[config.mk]
export PLATFORM = sky130hd
export DESIGN_NAME = vfgc_top
export DESIGN_NICKNAME = d
export VERILOG_FILES = /design/src/rtl/vfgc_pkg.sv /design/src/rtl/vfgc_link_if.sv /design/src/rtl/vfgc_sync_det.sv /design/src/rtl/vfgc_addr_ctr.sv /design/src/rtl/vfgc_top.sv
export SDC_FILE = /design/constraint.sdc
export NUM_CORES = 1
export LEC_CHECK = 0
export BUFFER_PORTS_ARGS = -buffer_cell sky130_fd_sc_hd__buf_2
export CELL_PAD_IN_SITES_DETAIL_PLACEMENT = 1
export CELL_PAD_IN_SITES_GLOBAL_PLACEMENT = 2
export CORE_MARGIN = 8
export CORE_UTILIZATION = 30
export DETAILED_ROUTE_END_ITERATION = 8
export PLACE_DENSITY = 0.89
export SKIP_LAST_GASP = 1
export SYNTH_ARGS = -nofsm -noshare
export SYNTH_HDL_FRONTEND = slang
export SYNTH_SLANG_ARGS = --single-unit
[constraint.sdc]
create_clock -name mclk -period 1.84 [get_ports mclk]
set_input_delay 0.184 -clock mclk [delete_from_list [all_inputs] [get_ports mclk]]
set_output_delay 0.184 -clock mclk [all_outputs]
set_load 0.05 [all_outputs]
[src/rtl/vfgc_pkg.sv]
/*
  Shared constants and types for the video frame grabber controller.
  Assumes one system clock, one video sample per clock, APB register access.
*/
package vfgc_pkg;
  localparam int SAMPLE_W = 8;
  localparam int ADDR_W = 18;
  localparam int ADDR_STAGE_W = 9;
  localparam int SYNC_W = 7;
  localparam int SYNC_LO_W = 4;
  localparam logic [SYNC_W-1:0] SYNC_FULL = 7'h7f;
  localparam int FRAME_SAMPLES_DEF = 32'h0003dd3d;
  localparam int FRAMES_W = 16;
  localparam int PADDR_W = 8;
  localparam logic [PADDR_W-1:0] REG_CTRL = 8'h00;
  localparam logic [PADDR_W-1:0] REG_STATUS = 8'h04;
  localparam logic [PADDR_W-1:0] REG_ADDR = 8'h08;
  localparam logic [PADDR_W-1:0] REG_FRAMES = 8'h0c;
  localparam int CTRL_HOLD_BIT = 0;
  localparam logic CTRL_HOLD_RST = 1'h0;
  localparam int STAT_STATE_LSB = 0;
  localparam int STAT_VSYNC_BIT = 2;
  localparam int STAT_BUTTON_BIT = 3;
  localparam int STAT_WE_BIT = 4;
  localparam int STAT_OE_BIT = 5;
  typedef enum logic [1:0] {
    VFGC_PASS = 2'b00,
    VFGC_WAIT_VS = 2'b01,
    VFGC_SAMPLE = 2'b10,
    VFGC_REPLAY = 2'b11
  } vfgc_state_t;
endpackage

[src/rtl/vfgc_link_if.sv]
/*
  Internal link between the controller, the sync detector and the
  address counter. Assumes all three run on the same system clock.
*/
`timescale 1ns/1ps
interface vfgc_link_if;
  logic [vfgc_pkg::SAMPLE_W-1:0] sample;
  logic count_enable;
  logic [vfgc_pkg::ADDR_W-1:0] addr;
  logic frame_end;
  logic vsync;
  logic [vfgc_pkg::SYNC_W-1:0] sync_count;
  modport ctl (output sample, output count_enable, input addr,
    input frame_end, input vsync, input sync_count);
  modport sync (input sample, output vsync, output sync_count);
  modport ctr (input count_enable, output addr, output frame_end);
endinterface

[src/rtl/vfgc_sync_det.sv]
/*
  Zero-run vertical sync detector, 7-bit counter in two stages.
  Assumes samples arrive already synchronised to mclk.
*/
`timescale 1ns/1ps
module vfgc_sync_det (
  input wire logic mclk,
  input wire logic rstn,
  vfgc_link_if.sync link
);
  localparam int HI_W = vfgc_pkg::SYNC_W - vfgc_pkg::SYNC_LO_W;
  logic [vfgc_pkg::SYNC_LO_W-1:0] cnt_lo;
  logic [HI_W-1:0] cnt_hi;
  wire is_zero = (link.sample == '0);
  wire lo_carry = &cnt_lo;

  always_ff @(posedge mclk) begin
    if (!rstn || !is_zero) begin
      cnt_lo <= '0;
      cnt_hi <= '0;
    end else begin
      cnt_lo <= cnt_lo + 1'b1;
      if (lo_carry) begin
        cnt_hi <= cnt_hi + 1'b1;
      end
    end
  end

  assign link.sync_count = {cnt_hi, cnt_lo};
  assign link.vsync = (link.sync_count == vfgc_pkg::SYNC_FULL);
endmodule

[src/rtl/vfgc_addr_ctr.sv]
/*
  Frame RAM address counter, two cascaded stages, clears at frame end.
  Assumes the controller holds count_enable for capture and replay.
*/
`timescale 1ns/1ps
module vfgc_addr_ctr #(
  parameter int FRAME_SAMPLES = vfgc_pkg::FRAME_SAMPLES_DEF
) (
  input wire logic mclk,
  input wire logic rstn,
  vfgc_link_if.ctr link
);
  localparam int SW = vfgc_pkg::ADDR_STAGE_W;
  localparam logic [vfgc_pkg::ADDR_W-1:0] LAST =
    vfgc_pkg::ADDR_W'(FRAME_SAMPLES - 1);

  if (FRAME_SAMPLES < 2 || FRAME_SAMPLES > 2 ** vfgc_pkg::ADDR_W ||
      2 * SW != vfgc_pkg::ADDR_W) begin : g_bad_len
    $error("frame length does not fit the address counter");
  end

  logic [SW-1:0] cnt_lo;
  logic [SW-1:0] cnt_hi;
  wire lo_carry = &cnt_lo;
  wire at_last = ({cnt_hi, cnt_lo} == LAST);
  wire clear = !link.count_enable || at_last;

  always_ff @(posedge mclk) begin
    if (!rstn || clear) begin
      cnt_lo <= '0;
      cnt_hi <= '0;
    end else begin
      cnt_lo <= cnt_lo + 1'b1;
      if (lo_carry) begin
        cnt_hi <= cnt_hi + 1'b1;
      end
    end
  end

  assign link.addr = {cnt_hi, cnt_lo};
  assign link.frame_end = link.count_enable && at_last;
endmodule

[src/rtl/vfgc_top.sv]
/*
  Video frame grabber controller: sync detection, capture state machine,
  frame RAM addressing and control, APB status and control registers.
  Assumes the converter, RAM and output buffers share mclk; the RAM data
  bus runs outside this block; button and video pins are asynchronous.
*/
// What this block does
// - Take one 8-bit sample every clock
// - Replay one RAM address per clock
// - Sync counter counts consecutive zero samples
// - Nonzero sample clears the sync counter
// - Count of 127 raises vsync_detected
// - Sync counter built as two carried stages
// - Button held keeps live pass-through
// - On release, wait for vsync before storing
// - Store exactly 253245 consecutive samples
// - Write enable high through whole sampling
// - At final count stop writing, start reading
// - Replay frame forever until button pressed
// - Drive 18-bit address and RAM controls
// - RAM drives bus only when reading
// - Converter buffer on except during replay
// - Address counts when enabled, else clears
// - Address counter as two 9-bit stages
`timescale 1ns/1ps
module vfgc_top #(
  parameter int FRAME_SAMPLES = vfgc_pkg::FRAME_SAMPLES_DEF
) (
  input wire logic mclk,
  input wire logic rstn,
  input wire logic [vfgc_pkg::SAMPLE_W-1:0] video_sample,
  input wire logic capture_button,
  input wire logic psel,
  input wire logic penable,
  input wire logic pwrite,
  input wire logic [vfgc_pkg::PADDR_W-1:0] paddr,
  input wire logic [31:0] pwdata,
  output logic [31:0] prdata,
  output logic pready,
  output logic pslverr,
  output logic [vfgc_pkg::ADDR_W-1:0] frame_ram_addr,
  output logic frame_ram_write_enable,
  output logic frame_ram_output_enable,
  output logic converter_buffer_enable,
  output logic addr_count_enable,
  output logic vsync_detected
);
  localparam int FRAME_N = FRAME_SAMPLES;

  // Refuse a frame that the 18-bit address cannot span
  if (FRAME_SAMPLES < 2 ||
      FRAME_SAMPLES > 2 ** vfgc_pkg::ADDR_W) begin : g_bad_frame
    $error("frame length outside the RAM address range");
  end

  vfgc_link_if link ();

  // Pin synchronisers; the first stage feeds only the second
  logic [vfgc_pkg::SAMPLE_W-1:0] vid_meta;
  logic [vfgc_pkg::SAMPLE_W-1:0] vid_sync;
  logic btn_meta;
  logic btn_sync;

  always_ff @(posedge mclk) begin
    vid_meta <= video_sample;
    vid_sync <= vid_meta;
    btn_meta <= capture_button;
    btn_sync <= btn_meta;
  end

  assign link.sample = vid_sync;

  vfgc_sync_det u_sync (
    .mclk (mclk),
    .rstn (rstn),
    .link (link)
  );

  vfgc_addr_ctr #(
    .FRAME_SAMPLES (FRAME_SAMPLES)
  ) u_addr (
    .mclk (mclk),
    .rstn (rstn),
    .link (link)
  );

  // Software hold acts like the button, for remote operation
  logic ctrl_hold;
  wire hold = btn_sync || ctrl_hold;

  vfgc_pkg::vfgc_state_t state;
  vfgc_pkg::vfgc_state_t next_state;

  // Hold wins over every other event, so a press always aborts capture
  always_comb begin
    next_state = state;
    case (state)
      vfgc_pkg::VFGC_PASS: begin
        if (!hold) begin
          next_state = vfgc_pkg::VFGC_WAIT_VS;
        end
      end
      vfgc_pkg::VFGC_WAIT_VS: begin
        if (hold) begin
          next_state = vfgc_pkg::VFGC_PASS;
        end else if (link.vsync) begin
          next_state = vfgc_pkg::VFGC_SAMPLE;
        end
      end
      vfgc_pkg::VFGC_SAMPLE: begin
        if (hold) begin
          next_state = vfgc_pkg::VFGC_PASS;
        end else if (link.frame_end) begin
          next_state = vfgc_pkg::VFGC_REPLAY;
        end
      end
      vfgc_pkg::VFGC_REPLAY: begin
        if (hold) begin
          next_state = vfgc_pkg::VFGC_PASS;
        end
      end
      default: begin
        next_state = vfgc_pkg::VFGC_PASS;
      end
    endcase
  end

  always_ff @(posedge mclk) begin
    if (!rstn) begin
      state <= vfgc_pkg::VFGC_PASS;
    end else begin
      state <= next_state;
    end
  end

  // RAM controls decoded straight from the state register
  wire in_sample = (state == vfgc_pkg::VFGC_SAMPLE);
  wire in_replay = (state == vfgc_pkg::VFGC_REPLAY);

  assign frame_ram_write_enable = in_sample;
  assign frame_ram_output_enable = in_replay;
  assign converter_buffer_enable = !in_replay;
  assign addr_count_enable = in_sample || in_replay;
  assign link.count_enable = addr_count_enable;
  assign frame_ram_addr = link.addr;
  assign vsync_detected = link.vsync;

  // Completed captures, for software to notice a fresh frame
  logic [vfgc_pkg::FRAMES_W-1:0] frames_done;
  wire capture_done = in_sample && link.frame_end && !hold;

  always_ff @(posedge mclk) begin
    if (!rstn) begin
      frames_done <= '0;
    end else if (capture_done) begin
      frames_done <= frames_done + 1'b1;
    end
  end

  // One offset decode shared by every register
  function automatic logic reg_hit(
    input logic [vfgc_pkg::PADDR_W-1:0] addr,
    input logic [vfgc_pkg::PADDR_W-1:0] offset
  );
    return addr == offset;
  endfunction

  // APB slave, zero wait states; read data latched in setup phase
  wire apb_setup = psel && !penable;
  wire apb_access = psel && penable;
  wire hit_ctrl = reg_hit(paddr, vfgc_pkg::REG_CTRL);
  wire hit_status = reg_hit(paddr, vfgc_pkg::REG_STATUS);
  wire hit_addr = reg_hit(paddr, vfgc_pkg::REG_ADDR);
  wire hit_frames = reg_hit(paddr, vfgc_pkg::REG_FRAMES);
  wire hit_any = hit_ctrl || hit_status || hit_addr || hit_frames;
  wire ctrl_write = apb_access && pwrite && hit_ctrl;

  wire [31:0] status_word = {26'h0, frame_ram_output_enable,
    frame_ram_write_enable, btn_sync, link.vsync, state};
  wire [31:0] read_word =
    hit_ctrl ? {31'h0, ctrl_hold} :
    hit_status ? status_word :
    hit_addr ? {14'h0, link.addr} :
    hit_frames ? {16'h0, frames_done} : 32'h0;

  assign pready = 1'b1;
  assign pslverr = apb_access && !hit_any;

  always_ff @(posedge mclk) begin
    if (!rstn) begin
      prdata <= 32'h0;
      ctrl_hold <= vfgc_pkg::CTRL_HOLD_RST;
    end else begin
      if (apb_setup && !pwrite) begin
        prdata <= read_word;
      end
      if (ctrl_write) begin
        ctrl_hold <= pwdata[vfgc_pkg::CTRL_HOLD_BIT];
      end
    end
  end

  // Helper for the checks below: length of the current write run
  logic [vfgc_pkg::ADDR_W:0] write_run;

  always_ff @(posedge mclk) begin
    if (!rstn || !frame_ram_write_enable) begin
      write_run <= '0;
    end else begin
      write_run <= write_run + 1'b1;
    end
  end
endmodule

==> results of run 1 <==
## through the flow
stage	hold WS [ps]	total power [W]	util [%]	cell area, µm²	setup slack [ps]
2_1_floorplan	212	0.00193	-	3590	0.425
3_3_place_gp	288	0.00196	36.4	4150	68.0
3_5_place_dp	289	0.00196	36.4	4150	39.5
4_1_cts	107	0.00392	40.1	4580	28.4
5_1_grt	117	0.00402	40.6	4630	10.6
6_report	112	0.00387	40.6	4630	77.3
## critical path, stage by stage (launching register included)
cell	delay [ps]
dfxtp_1	350
ha_1	160
ha_1	140
and4_1	310
clkbuf_4	290
## layout make-up
cell class | count | area [µm²]
Clock buffer | 10 | 250
Multi-Input combinational cell | 263 | 1760
Fill cell | 1375 | 6790
Clock inverter | 6 | 78.8
Timing Repair Buffer | 108 | 688
Sequential cell | 80 | 1640
Tap cell | 143 | 179
Inverter | 11 | 41.3
## placed cells by master (no fill, tap or decap), types with 4 or more instances in the layout
cell           netlist  final
a21oi_1             23     23
a2bb2oi_1           11     11
and2_1               4      4
buf_2                6     63
buf_4               15     34
clkbuf_16            0     10
conb_1               2     15
dfxtp_1             80     63
dfxtp_2              0     11
dfxtp_4              0      6
dlygate4sd3_1        0      9
ha_1                 8      6
inv_1               10     10
mux2i_1             14     14
nand2_1             23     22
nand3_1             14     14
nand4_1             10     10
nor2_1              44     43
o21ai_0              6      6
o31ai_1             12     12
or4_1               13     13
xnor2_1              6      6
xor2_1              11     11
## power by group through the flow
stage               clock network (W)  registers (W)  logic, W
global route                  0.00207        0.00175  0.000196
finish                        0.00193        0.00175  0.000184
global placement                    0        0.00179  0.000165
CTS                           0.00199        0.00175  0.000182
detailed placement                  0        0.00179  0.000168
floorplan                           0        0.00179  0.000141
## state kept, by name (all words and copies together) (netlist names)
name and cells:
btn_meta 1, btn_sync 1, ctrl_hold 1, frames_done 16, link.sample 8, prdata 18, state 2, u_addr.cnt_hi 9
u_addr.cnt_lo 9, u_sync.cnt_hi 3, u_sync.cnt_lo 4, vid_meta 8
## worst max-delay path by stage
stage,startpoint,to,cells past startpoint,slack (ps)
after floorplan,u_addr.cnt_hi[0]$_SDFFE_PP0P_,frames_done[3]$_SDFFE_PN0P_,5,0.4
after global placement,u_addr.cnt_lo[4]$_SDFF_PP0_,u_addr.cnt_hi[8]$_SDFFE_PP0P_,8,70
after detailed placement,u_addr.cnt_lo[4]$_SDFF_PP0_,u_addr.cnt_hi[8]$_SDFFE_PP0P_,8,40
after CTS,u_sync.cnt_hi[0]$_SDFFE_PP0P_,vsync_detected,4,30
after global routing,u_addr.cnt_lo[5]$_SDFF_PP0_,u_addr.cnt_hi[8]$_SDFFE_PP0P_,8,10
final,u_sync.cnt_hi[0]$_SDFFE_PP0P_,vsync_detected,4,80
## cell families after synthesis
family | Yosys count
AND/OR/NAND/NOR | 145
flip-flops | 80
AO/OA/AOI/OAI | 61
buffers and inverters | 42
XOR/XNOR | 17
multiplexers | 17
adder cells (fa/ha/maj) | 8
other | 2
## routing by layer
| metal | vias up | share of wire (%) | global-route usage [%] |
|---|---|---|---|
| met5 | - | 0 | 0 |
| met3 | 9 | 6.4 | 4.35 |
| li1 | 1504 | - | - |
| met4 | 0 | 1.0 | 3.72 |
| met2 | 68 | 48 | 22.8 |
| met1 | 1506 | 44 | 15.8 |
## timing repair
| item | in CTS | in global routing |
|---|---|---|
| hold buffers | 9 | 0 |
| setup endpoints to repair | 1 | 7 |
| buffers inserted | 1 | 3 |
| gates cloned | 0 | 0 |
| pin swaps | 1 | 5 |
| hold endpoints to repair | 9 | 0 |
| gates resized for setup | 1 | 9 |
==> impl_metrics.xml, run 1 <==
<?xml version="1.0" encoding="UTF-8"?>
<metrics>
  <group name="layout">
    <metric name="antenna-diode-count" unit="">0</metric>
    <metric name="area_growth" unit="%">32.2</metric>
    <metric name="final_cells" unit="">621</metric>
    <metric name="design.final.nets" unit="">535</metric>
    <metric name="layout-drive-gt1-share" unit="%">32.0</metric>
  </group>
  <group name="logic_synthesis">
    <metric name="yosys_most_used_dff" unit="">dfxtp_1</metric>
    <metric name="syn-mean-instance-area" unit="µm²">9.42</metric>
    <metric name="synthArstFlopShare" unit="%">0</metric>
    <metric name="synth_top_family_by_area" unit="">simple AND/OR/NAND/NOR gates</metric>
    <metric name="synth.largest_area_cell" unit="">dfxtp_1</metric>
    <metric name="yosys.area_share.simple" unit="%">23.8</metric>
    <metric name="syn-cell-area" unit="µm²">3500</metric>
    <metric name="synth_cells" unit="">372</metric>
    <metric name="post_synthesis_share_of_cell_area_spent_on_full_adders_half_adders_and_majority_gates" unit="%">2.86</metric>
    <metric name="ys_ff_latch" unit="">80</metric>
    <metric name="post-synth-top-area-fraction" unit="%">45.7</metric>
    <metric name="synth.most_common_cell" unit="">dfxtp_1</metric>
    <metric name="synth.yosys.seq_area_share" unit="%">45.7</metric>
    <metric name="ys_warn_count" unit="">0</metric>
    <metric name="synthDistinctLibCells" unit="">51</metric>
    <metric name="synth_compound_gate_area_share" unit="%">11.6</metric>
    <metric name="synth-edff-count" unit="">0</metric>
    <metric name="yosys.area_share.xor_xnor" unit="%">4.25</metric>
    <metric name="synthTopCellsByCount" unit="">dfxtp_1, nor2_1, a21oi_1, nand2_1, buf_4</metric>
    <metric name="synthMuxAreaShare" unit="%">5.29</metric>
    <metric name="synth_top_cells_by_area" unit="">dfxtp_1, nor2_1, mux2i_1, a21oi_1, buf_4</metric>
  </group>
  <group name="floorplanning">
    <metric name="die_h" unit="µm">124</metric>
    <metric name="fp-row-count" unit="">39</metric>
    <metric name="number_of_top_level_pins" unit="">111</metric>
    <metric name="floorplan.die_area" unit="µm²">15400</metric>
    <metric name="chipWidth" unit="µm">124</metric>
    <metric name="placeable_core_area" unit="µm²">11400</metric>
    <metric name="initial_core_util" unit="%">30.7</metric>
  </group>
  <group name="run">
    <metric name="maxCapViolations" unit="">0</metric>
  </group>
  <group name="clock_network">
    <metric name="clock-root-buffer" unit="">clkbuf_16</metric>
    <metric name="numCtsBuffers" unit="">9</metric>
    <metric name="cts_tree" unit="">built</metric>
    <metric name="clockBufferDepth" unit="">2</metric>
    <metric name="worst_skew_pair.late_latency" unit="ps">340</metric>
    <metric name="clock_sink_count" unit="">80</metric>
    <metric name="htreeDepth" unit="">3</metric>
    <metric name="clk_pin_slew" unit="ps">60</metric>
  </group>
  <group name="placement">
    <metric name="dp.cells" unit="">592</metric>
    <metric name="placement.io_buffers" unit="">64</metric>
    <metric name="gp_routability_congestion" unit="">0.811</metric>
    <metric name="post-dp-hpwl" unit="µm">7320</metric>
  </group>
  <group name="sta">
    <metric name="fin_crit_sh" unit="%">95.8</metric>
    <metric name="maxClockFrequency" unit="GHz">0.567</metric>
    <metric name="post-route-min-period" unit="ps">1760</metric>
    <metric name="finalHoldViolCount" unit="">0</metric>
    <metric name="setup_viol_count_final" unit="">0</metric>
    <metric name="unrepaired_setup_endpoints_after_global_routing" unit="">false</metric>
    <metric name="maxSlewViolCount" unit="">0</metric>
    <metric name="timing.clock.skew" unit="ps">6.47</metric>
    <metric name="tns" unit="ps">0</metric>
  </group>
  <group name="critical_path">
    <metric name="path_max_fanout" unit="">4</metric>
    <metric name="path_class" unit="">register to primary output</metric>
    <metric name="rrSetupSlack" unit="ps">100</metric>
    <metric name="r2r_end" unit="">frames_done[15]$_SDFFE_PN0P_</metric>
    <metric name="worst_ep_arrival_time" unit="ps">1580</metric>
    <metric name="crit_required" unit="ps">1660</metric>
    <metric name="critPathLaunchType" unit="">register</metric>
    <metric name="critical_path.reg2reg.startpoint" unit="">frames_done[7]$_SDFFE_PN0P_</metric>
    <metric name="worst_reg_to_reg_cells" unit="">4</metric>
    <metric name="endpoint_kind" unit="">primary output</metric>
  </group>
  <group name="detailed_routing">
    <metric name="detailroute.via_count" unit="">3087</metric>
    <metric name="viasPerCell" unit="">4.97</metric>
    <metric name="first_pass_iters" unit="">4</metric>
    <metric name="wire_per_inst" unit="µm">15.8</metric>
    <metric name="route.final.wire_length" unit="µm">9840</metric>
    <metric name="route.detailed.drc" unit="">0</metric>
    <metric name="first_iter_violations" unit="">91</metric>
    <metric name="ant_nets" unit="">0</metric>
  </group>
  <group name="power">
    <metric name="power.net_switching" unit="W">0.000904</metric>
    <metric name="ir_worst_vdd" unit="mV">0.562</metric>
    <metric name="power.share.sequential" unit="%">45.3</metric>
    <metric name="p_sw_share" unit="%">23.4</metric>
    <metric name="pwr_density_cell" unit="nW/µm²">835</metric>
    <metric name="intPower" unit="W">0.00297</metric>
    <metric name="share_comb_of_total_power" unit="%">4.8</metric>
    <metric name="standby_leakage_power" unit="nW">1.91</metric>
    <metric name="power.clock.fraction" unit="%">49.9</metric>
  </group>
  <group name="min_path">
    <metric name="whs_endpoint" unit="">ctrl_hold$_SDFFE_PN0P_</metric>
    <metric name="hp_class" unit="">input pin to register</metric>
    <metric name="hold_path_startpoint" unit="">pwdata[0]</metric>
    <metric name="hold-path-cell-count" unit="">3</metric>
  </group>
  <group name="global_routing">
    <metric name="grt_start_max_net_pins" unit="">35</metric>
    <metric name="grt.total_usage" unit="%">13.4</metric>
    <metric name="global_route_wire_length_before_repair" unit="µm">16100</metric>
    <metric name="first_global_vias" unit="">3286</metric>
    <metric name="globalRoute.totalOverflow" unit="">0</metric>
    <metric name="grt_antenna_before_repair" unit="">0</metric>
  </group>
  <group name="status">
    <metric name="run_status" unit="">finished, final reports clean</metric>
  </group>
</metrics>
No activity file was read; power rests on OpenSTA's default activity.
==> inputs of run 2 (changes only) <==
Settings changed: ABC_CLOCK_PERIOD_IN_PS from default to 1840, PLACE_DENSITY 0.89 to 0.9, SYNTH_HIERARCHICAL from default to 1.
==> run 2 against run 1 <==
The flow now finishes with violations (negative setup slack); clock skew rose by 2.9 ps; highest routed layer unchanged; critical path depth up 3; sequential share of layout area increased by 1.4 points; flip-flop and latch count stayed put; wire length up 0.11%; sequential power barely moved; core utilization is 0.89 points higher; critical path type is now register to register; die area decreased by 3.2%; largest cell class unchanged.
==> impl_metrics.xml, run 2 <==
<?xml version="1.0" encoding="UTF-8"?>
<metrics>
  <group name="critical_path">
    <metric name="crit_required" unit="ps">2130</metric>
    <metric name="critPathLaunchType" unit="">register</metric>
    <metric name="worst_ep_arrival_time" unit="ps">2290</metric>
    <metric name="path_max_fanout" unit="">6</metric>
    <metric name="path_class" unit="">register to register</metric>
    <metric name="endpoint_kind" unit="">register</metric>
  </group>
  <group name="global_routing">
    <metric name="grtUsageMet3" unit="%">3.38</metric>
    <metric name="grt_start_max_net_pins" unit="">23</metric>
    <metric name="first_global_vias" unit="">3072</metric>
    <metric name="grt_use_met2" unit="%">24.6</metric>
    <metric name="global_route_wire_length_before_repair" unit="µm">15500</metric>
    <metric name="grt.total_usage" unit="%">13.2</metric>
    <metric name="grt-busiest-layer" unit="">met2</metric>
    <metric name="globalRoute.totalOverflow" unit="">0</metric>
    <metric name="grt_util_met1" unit="%">13.4</metric>
    <metric name="grt_antenna_before_repair" unit="">0</metric>
  </group>
  <group name="detailed_routing">
    <metric name="first_pass_iters" unit="">4</metric>
    <metric name="detailroute.via_count" unit="">2883</metric>
    <metric name="route.detailed.drc" unit="">0</metric>
    <metric name="wire_per_inst" unit="µm">16.2</metric>
    <metric name="first_iter_violations" unit="">51</metric>
    <metric name="ant_nets" unit="">0</metric>
    <metric name="viasPerCell" unit="">4.73</metric>
    <metric name="route.final.wire_length" unit="µm">9850</metric>
  </group>
  <group name="logic_synthesis">
    <metric name="synthTopCellsByCount" unit="">dfxtp_1, nor2_1, nand2_1</metric>
    <metric name="synthDistinctLibCells" unit="">48</metric>
    <metric name="synth.most_common_cell" unit="">dfxtp_1</metric>
    <metric name="syn-cell-area" unit="µm²">3370</metric>
    <metric name="synth-edff-count" unit="">0</metric>
    <metric name="synth_top_cells_by_area" unit="">dfxtp_1, nor2_1, mux2i_1, xor2_1, buf_4</metric>
    <metric name="post-synth-top-area-fraction" unit="%">47.5</metric>
    <metric name="synthArstFlopShare" unit="%">0</metric>
    <metric name="synth.yosys.seq_area_share" unit="%">47.5</metric>
    <metric name="ys_warn_count" unit="">6</metric>
    <metric name="syn-mean-instance-area" unit="µm²">9.56</metric>
    <metric name="synth_cells" unit="">353</metric>
    <metric name="ys_ff_latch" unit="">80</metric>
    <metric name="synth.largest_area_cell" unit="">dfxtp_1</metric>
    <metric name="yosys_most_used_dff" unit="">dfxtp_1</metric>
  </group>
  <group name="sta">
    <metric name="timing.clock.skew" unit="ps">9.33</metric>
    <metric name="setup_viol_count_final" unit="">10</metric>
    <metric name="postLayoutSetupSlackWorst" unit="ps">-160</metric>
    <metric name="max_slew_margin" unit="%">40.0</metric>
    <metric name="maxClockFrequency" unit="GHz">0.500</metric>
    <metric name="worst_slew_pin_slew" unit="ps">897</metric>
    <metric name="maxSlewViolCount" unit="">0</metric>
    <metric name="finalHoldViolCount" unit="">0</metric>
    <metric name="post-route-min-period" unit="ps">2000</metric>
    <metric name="fin_crit_sh" unit="%">109</metric>
    <metric name="unrepaired_setup_endpoints_after_global_routing" unit="">true</metric>
  </group>
  <group name="power">
    <metric name="share_comb_of_total_power" unit="%">5.3</metric>
    <metric name="standby_leakage_power" unit="nW">1.96</metric>
    <metric name="pwr_density_cell" unit="nW/µm²">737</metric>
    <metric name="ir_worst_vdd" unit="mV">0.458</metric>
    <metric name="power.net_switching" unit="W">0.000762</metric>
    <metric name="power.clock.fraction" unit="%">42.4</metric>
    <metric name="power.share.sequential" unit="%">52.3</metric>
    <metric name="p_sw_share" unit="%">22.9</metric>
    <metric name="intPower" unit="W">0.00257</metric>
  </group>
  <group name="layout">
    <metric name="antenna-diode-count" unit="">0</metric>
    <metric name="layout-drive-gt1-share" unit="%">35.2</metric>
    <metric name="final_cells" unit="">609</metric>
    <metric name="area_growth" unit="%">33.8</metric>
    <metric name="largest_register" unit="">prdata</metric>
    <metric name="design.final.nets" unit="">526</metric>
    <metric name="top_regs" unit="">prdata x18, frames_done x16</metric>
    <metric name="final_cell_mix" unit="">buf_2, dfxtp_1, nor2_1</metric>
    <metric name="layout.cell_area.non_filler" unit="µm²">4510</metric>
    <metric name="max_ffs_per_register" unit="">18</metric>
    <metric name="layout_commonest_cell" unit="">buf_2</metric>
  </group>
  <group name="placement">
    <metric name="dp.cells" unit="">577</metric>
    <metric name="post-dp-hpwl" unit="µm">7270</metric>
    <metric name="dpl_cell_area" unit="µm²">4090</metric>
    <metric name="placement.io_buffers" unit="">64</metric>
    <metric name="gp_routability_congestion" unit="">0.773</metric>
  </group>
  <group name="floorplanning">
    <metric name="chipWidth" unit="µm">122</metric>
    <metric name="initial_core_util" unit="%">31.0</metric>
    <metric name="number_of_top_level_pins" unit="">111</metric>
    <metric name="die_h" unit="µm">122</metric>
    <metric name="floorplan.die_area" unit="µm²">14900</metric>
    <metric name="fp-row-count" unit="">38</metric>
    <metric name="placeable_core_area" unit="µm²">10900</metric>
  </group>
  <group name="min_path">
    <metric name="hp_class" unit="">input pin to register</metric>
  </group>
  <group name="run">
    <metric name="maxCapViolations" unit="">0</metric>
  </group>
  <group name="clock_network">
    <metric name="clock_sink_count" unit="">80</metric>
    <metric name="clockBufferDepth" unit="">2</metric>
    <metric name="numCtsBuffers" unit="">9</metric>
    <metric name="cts_tree" unit="">built</metric>
    <metric name="clock-root-buffer" unit="">clkbuf_8</metric>
    <metric name="worst_skew_pair.late_latency" unit="ps">360</metric>
    <metric name="htreeDepth" unit="">3</metric>
    <metric name="clk_pin_slew" unit="ps">80</metric>
  </group>
  <group name="status">
    <metric name="violations" unit="">negative setup slack</metric>
    <metric name="run_status" unit="">complete, but fails checks</metric>
  </group>
</metrics>
-- run 2: cell count changes in the layout (fill, tap and decap cells not counted), sizes merged, moves of 5 or more --
cell / previous run / this run
or4: 13 / 3
xor2: 11 / 17
buf: 98 / 106
inv: 15 / 10
o31ai: 12 / 2
o21ai: 6 / 16
nor2: 44 / 50
a21oi: 23 / 10
and3: 3 / 8
a2bb2oi: 11 / 0
a22o: 0 / 5
-- run 2: kinds of logic (layout without fill, tap and decap cells) --
kind of cell | Yosys count | in the layout | synth area share, %
AND/OR/NAND/NOR | 140 | 140 | 22.4
flip-flops | 80 | 80 | 47.5
AO/OA/AOI/OAI | 40 | 40 | 7.79
buffers and inverters | 38 | 141 | 6.30
XOR/XNOR | 26 | 26 | 6.75
multiplexers | 19 | 19 | 6.12
adder cells (fa/ha/maj) | 8 | 8 | 2.97
other | 2 | 15 | 0.223
-- run 2: timing repair --
item,CTS,global route
pin swaps,2,8
setup buffers,4,4
hold buffers,9,0
setup endpoints to repair,11,16
hold endpoints to repair,9,0
gates resized for setup,5,9
-- run 2: worst max-delay path, cell delays in order (launching register included) --
cell and delay (ps):
dfxtp_4 340, and4bb_2 300, nand2_2 70, nor4_4 330, and3_4 270, nand2_4 70
or4_1 420, a21oi_1 130
-- run 2: power by group through the flow --
| stage | clock network [W] | logic [W] | registers [W] |
|---|---|---|---|
| finish | 0.00141 | 0.000176 | 0.00174 |
| global route | 0.00152 | 0.000187 | 0.00174 |
| detailed placement | 0 | 0.000160 | 0.00178 |
| global placement | 0 | 0.000157 | 0.00178 |
| floorplan | 0 | 0.000140 | 0.00178 |
| CTS | 0.00145 | 0.000174 | 0.00174 |
-- run 2: layout make-up --
| type | instances | area [µm²] |
|---|---|---|
| clock buffers | 14 | 184 |
| clock inverters | 2 | 35.0 |
| fillers | 1257 | 6370 |
| inverters | 10 | 37.5 |
| multi-input cells | 248 | 1690 |
| flip-flops and latches | 80 | 1660 |
| well taps | 140 | 175 |
| repair buffers | 115 | 736 |
-- run 2: metal layers --
metal  routed length, µm  vias up
li1                    -     1406
met1                3840     1418
met2                5420       43
met3                 362       16
met4                 228        0
met5                   0        -
-- run 2: worst paths after layout --
| kind | cells after the start | slack [ps] | end | from |
|---|---|---|---|---|
| hold / removal | 3 | 70 | ctrl_hold$_SDFFE_PN0P_ | pwdata[0] |
| setup reg to reg | 7 | -160 | frames_done[14]$_SDFFE_PN0P_ | u_addr/cnt_lo[6]$_SDFF_PP0_ |
| setup / recovery | 7 | -160 | frames_done[14]$_SDFFE_PN0P_ | u_addr/cnt_lo[6]$_SDFF_PP0_ |
| hold reg to reg | 0 | 330 | link.sample[5]$_DFF_P_ | vid_meta[5]$_DFF_P_ |
-- run 2: per-stage QoR --
stage          util, %  hold WS, ps  power [W]  TNS [ps]  setup slack, ps
3_3_place_gp      37.6          287    0.00194      -236            -87.4
6_report          41.5         69.2    0.00333      -787             -160
3_5_place_dp      37.6          288    0.00194      -897             -168
4_1_cts           40.9         58.7    0.00336      -490             -127
2_1_floorplan        -          212    0.00192      -901             -231
5_1_grt           41.5         82.6    0.00345     -1970             -245
==> inputs of run 3 (changes only) <==
Settings changed: ABC_AREA from default to 1, CORE_UTILIZATION 30 to 28, PLACE_DENSITY 0.9 to 0.89.
==> run 3 against run 2 <==
The run now ends clean; critical path depth increased by 5; sequential power about the same; first-iteration DRC count increased by 130%; sequential share of layout area decreased by 4.8 points; cell area increased by 13%; die area increased by 22%; cell count increased by 37%; clock-buffer cell count decreased by 5; worst hold slack improved by 54 ps; core utilization decreased by 4.6 points; global-route usage decreased by 0.49 points; critical path type unchanged; highest routed layer unchanged.
==> impl_metrics.xml, run 3 <==
<?xml version="1.0" encoding="UTF-8"?>
<metrics>
  <group name="status">
    <metric name="run_status" unit="">finished, final reports clean</metric>
  </group>
  <group name="power">
    <metric name="p_sw_share" unit="%">27.0</metric>
    <metric name="power.clock.fraction" unit="%">47.6</metric>
    <metric name="ir_worst_vdd" unit="mV">0.458</metric>
    <metric name="pwr_density_cell" unit="nW/µm²">739</metric>
    <metric name="intPower" unit="W">0.00276</metric>
    <metric name="power.share.sequential" unit="%">46.5</metric>
    <metric name="share_comb_of_total_power" unit="%">5.9</metric>
    <metric name="power.net_switching" unit="W">0.00102</metric>
    <metric name="standby_leakage_power" unit="nW">2.26</metric>
  </group>
  <group name="logic_synthesis">
    <metric name="post-synth-top-area-fraction" unit="%">40.4</metric>
    <metric name="synth_cells" unit="">553</metric>
    <metric name="yosys_most_used_dff" unit="">dfxtp_1</metric>
    <metric name="post_synthesis_share_of_cell_area_spent_on_full_adders_half_adders_and_majority_gates" unit="%">2.52</metric>
    <metric name="syn-mean-instance-area" unit="µm²">7.18</metric>
    <metric name="synth_compound_gate_area_share" unit="%">6.46</metric>
    <metric name="synth.yosys.seq_area_share" unit="%">40.4</metric>
    <metric name="synth_top_cells_by_area" unit="">dfxtp_1, nand2_1, nor2_1, inv_1, nand3_1</metric>
    <metric name="ys_warn_count" unit="">6</metric>
    <metric name="ys_ff_latch" unit="">80</metric>
    <metric name="synth.most_common_cell" unit="">nand2_1</metric>
    <metric name="synth-edff-count" unit="">0</metric>
    <metric name="synthArstFlopShare" unit="%">0</metric>
    <metric name="syn-cell-area" unit="µm²">3970</metric>
    <metric name="synthDistinctLibCells" unit="">36</metric>
    <metric name="synthMuxAreaShare" unit="%">0.252</metric>
    <metric name="synth.largest_area_cell" unit="">dfxtp_1</metric>
    <metric name="synthTopCellsByCount" unit="">nand2_1, dfxtp_1, nor2_1</metric>
    <metric name="yosys.area_share.simple" unit="%">36.6</metric>
    <metric name="yosys.area_share.xor_xnor" unit="%">1.99</metric>
    <metric name="synth_top_family_by_area" unit="">simple AND/OR/NAND/NOR gates</metric>
  </group>
  <group name="sta">
    <metric name="setup_viol_count_final" unit="">0</metric>
    <metric name="final.hold.worst_slack" unit="ps">124</metric>
    <metric name="maxClockFrequency" unit="GHz">0.569</metric>
    <metric name="post-route-min-period" unit="ps">1760</metric>
    <metric name="unrepaired_setup_endpoints_after_global_routing" unit="">true</metric>
    <metric name="fin_crit_sh" unit="%">95.5</metric>
    <metric name="finalHoldViolCount" unit="">0</metric>
    <metric name="maxSlewViolCount" unit="">0</metric>
    <metric name="timing.clock.skew" unit="ps">5.93</metric>
  </group>
  <group name="critical_path">
    <metric name="path_max_fanout" unit="">5</metric>
    <metric name="rrSetupSlack" unit="ps">80</metric>
    <metric name="critical_path.reg2reg.startpoint" unit="">u_addr/cnt_lo[2]$_SDFF_PP0_</metric>
    <metric name="worst_ep_arrival_time" unit="ps">1990</metric>
    <metric name="worst_path_cell_chain" unit="">inv_2, nor3_4, nand3_2, nor2_2, ha_2, nand2_1, nor2_4, nand3_1, nand2_1, nand2_1, inv_1, nor2_1</metric>
    <metric name="critical_path.top_delay_family" unit="">simple AND/OR/NAND/NOR gates</metric>
    <metric name="timing.critical_path.from" unit="">u_addr/cnt_lo[2]$_SDFF_PP0_</metric>
    <metric name="critPathLaunchType" unit="">register</metric>
    <metric name="cpMaxStageDelayCell" unit="">dfxtp_4</metric>
    <metric name="path_class" unit="">register to register</metric>
    <metric name="crit_required" unit="ps">2080</metric>
    <metric name="max_stage_delay" unit="ps">350</metric>
    <metric name="endpoint_kind" unit="">register</metric>
    <metric name="cpMostUsedCell" unit="">nand2_1</metric>
    <metric name="worstPathBufferInverterCount" unit="">2</metric>
  </group>
  <group name="global_routing">
    <metric name="grt.total_usage" unit="%">12.7</metric>
    <metric name="first_global_vias" unit="">3951</metric>
    <metric name="grt_start_max_net_pins" unit="">25</metric>
    <metric name="globalRoute.totalOverflow" unit="">0</metric>
    <metric name="grt_antenna_before_repair" unit="">0</metric>
    <metric name="global_route_wire_length_before_repair" unit="µm">18800</metric>
  </group>
  <group name="detailed_routing">
    <metric name="wire_per_inst" unit="µm">13.9</metric>
    <metric name="route.detailed.drc" unit="">0</metric>
    <metric name="first_pass_iters" unit="">4</metric>
    <metric name="viasPerCell" unit="">4.56</metric>
    <metric name="first_iter_violations" unit="">118</metric>
    <metric name="detailroute.via_count" unit="">3814</metric>
    <metric name="ant_nets" unit="">0</metric>
    <metric name="route.final.wire_length" unit="µm">11600</metric>
  </group>
  <group name="floorplanning">
    <metric name="number_of_top_level_pins" unit="">111</metric>
    <metric name="die_h" unit="µm">135</metric>
    <metric name="floorplan.die_area" unit="µm²">18200</metric>
    <metric name="initial_core_util" unit="%">28.6</metric>
    <metric name="fp-row-count" unit="">43</metric>
    <metric name="chipWidth" unit="µm">135</metric>
    <metric name="placeable_core_area" unit="µm²">13900</metric>
  </group>
  <group name="clock_network">
    <metric name="cts_tree" unit="">built</metric>
    <metric name="clock-root-buffer" unit="">clkbuf_16</metric>
    <metric name="worst_skew_pair.late_latency" unit="ps">350</metric>
    <metric name="htreeDepth" unit="">3</metric>
    <metric name="clock_sink_count" unit="">80</metric>
    <metric name="clk_pin_slew" unit="ps">70</metric>
    <metric name="clockBufferDepth" unit="">2</metric>
    <metric name="numCtsBuffers" unit="">9</metric>
  </group>
  <group name="layout">
    <metric name="top_regs" unit="">prdata x18, frames_done x16</metric>
    <metric name="area_growth" unit="%">28.9</metric>
    <metric name="layout_commonest_cell" unit="">nand2_1</metric>
    <metric name="final_cell_mix" unit="">nand2_1, dfxtp_1, buf_2</metric>
    <metric name="antenna-diode-count" unit="">0</metric>
    <metric name="layout-drive-gt1-share" unit="%">28.3</metric>
    <metric name="num-fill-cells" unit="">1748</metric>
    <metric name="design.final.nets" unit="">714</metric>
    <metric name="post-route-util" unit="%">36.9</metric>
    <metric name="max_ffs_per_register" unit="">18</metric>
    <metric name="layout.cell_area.non_filler" unit="µm²">5120</metric>
    <metric name="largest_register" unit="">prdata</metric>
  </group>
  <group name="placement">
    <metric name="gp_routability_congestion" unit="">0.788</metric>
    <metric name="post-dp-hpwl" unit="µm">8800</metric>
    <metric name="dpl_cell_area" unit="µm²">4590</metric>
    <metric name="placement.io_buffers" unit="">64</metric>
  </group>
  <group name="run">
    <metric name="maxCapViolations" unit="">0</metric>
  </group>
  <group name="min_path">
    <metric name="hp_class" unit="">input pin to register</metric>
    <metric name="hold_path_startpoint" unit="">pwdata[0]</metric>
  </group>
</metrics>
[run 3: cell types whose count changed in the layout (fill, tap and decap cells not counted), moves of 9 or more]
cell and delta:
nand2_1 +126, inv_1 +45, nand3_1 +30, a21oi_1 +20, nor2_2 +17, mux2i_1 -14
xor2_1 -13, buf_4 -12, clkbuf_8 -11, nor2_1 +9
[run 3: final cells by class]
| type | count | area, µm² | area share [%] |
|---|---|---|---|
| clock inverters | 7 | 67.6 | 1.32 |
| multi-input cells | 393 | 2060 | 40.3 |
| inverters | 65 | 249 | 4.87 |
| well taps | 180 | 225 | 4.40 |
| repair buffers | 103 | 654 | 12.8 |
| flip-flops and latches | 80 | 1640 | 32.0 |
| clock buffers | 9 | 225 | 4.40 |
[run 3: worst register-to-register path, delay by kind of cell (launching register included)]
family,cells,cell delay (ps)
buffers and inverters,2,110
and+or+nand+nor,9,970
adders and majority gates,1,220
DFF,1,350
[run 3: worst paths after layout]
kind,to,depth (start not counted)
hold / removal,ctrl_hold$_SDFFE_PN0P_,3
setup reg to reg,u_addr/cnt_hi[7]$_SDFFE_PP0P_,12
hold reg to reg,link.sample[6]$_DFF_P_,0
setup / recovery,u_addr/cnt_hi[7]$_SDFFE_PP0P_,12
[run 3: cell families after synthesis]
family	count (synthesis)
compound gates	49
xor+xnor	9
fa+ha+maj	8
buf+inv	93
flops	80
mux	1
other cells	2
simple gates	311
[run 3: metal layers]
metal  up-vias  GRT usage (%)  share of wire (%)
met5         -              0                  0
met3        12           3.34                4.1
met1      1831           14.4                 43
li1       1913              -                  -
met4         0           4.69                1.7
met2        58           22.4                 52
[run 3: power groups by stage]
stage / registers (W) / logic [W] / clock network, W
2_1_floorplan: 0.00180 / 0.000172 / 0
3_3_place_gp: 0.00180 / 0.000201 / 0
3_5_place_dp: 0.00180 / 0.000207 / 0
4_1_cts: 0.00176 / 0.000222 / 0.00185
5_1_grt: 0.00176 / 0.000242 / 0.00195
6_report: 0.00176 / 0.000224 / 0.00180
[run 3: what timing repair did]
item,CTS,global route
pin swaps,3,9
buffers inserted,0,4
hold endpoints to repair,9,0
resized for setup,4,27
hold buffers,9,0
setup endpoints to repair,12,24
[run 3: metrics by stage]
stage	worst slack [ps]	instances	setup TNS (ps)	power, W
6_report	81.9	837	0	0.00378
5_1_grt	-24.2	837	-56.6	0.00395
4_1_cts	3.82	833	0	0.00383
3_5_place_dp	-40.0	808	-183	0.00201
3_3_place_gp	12.5	808	0	0.00200
2_1_floorplan	25.0	566	0	0.00197
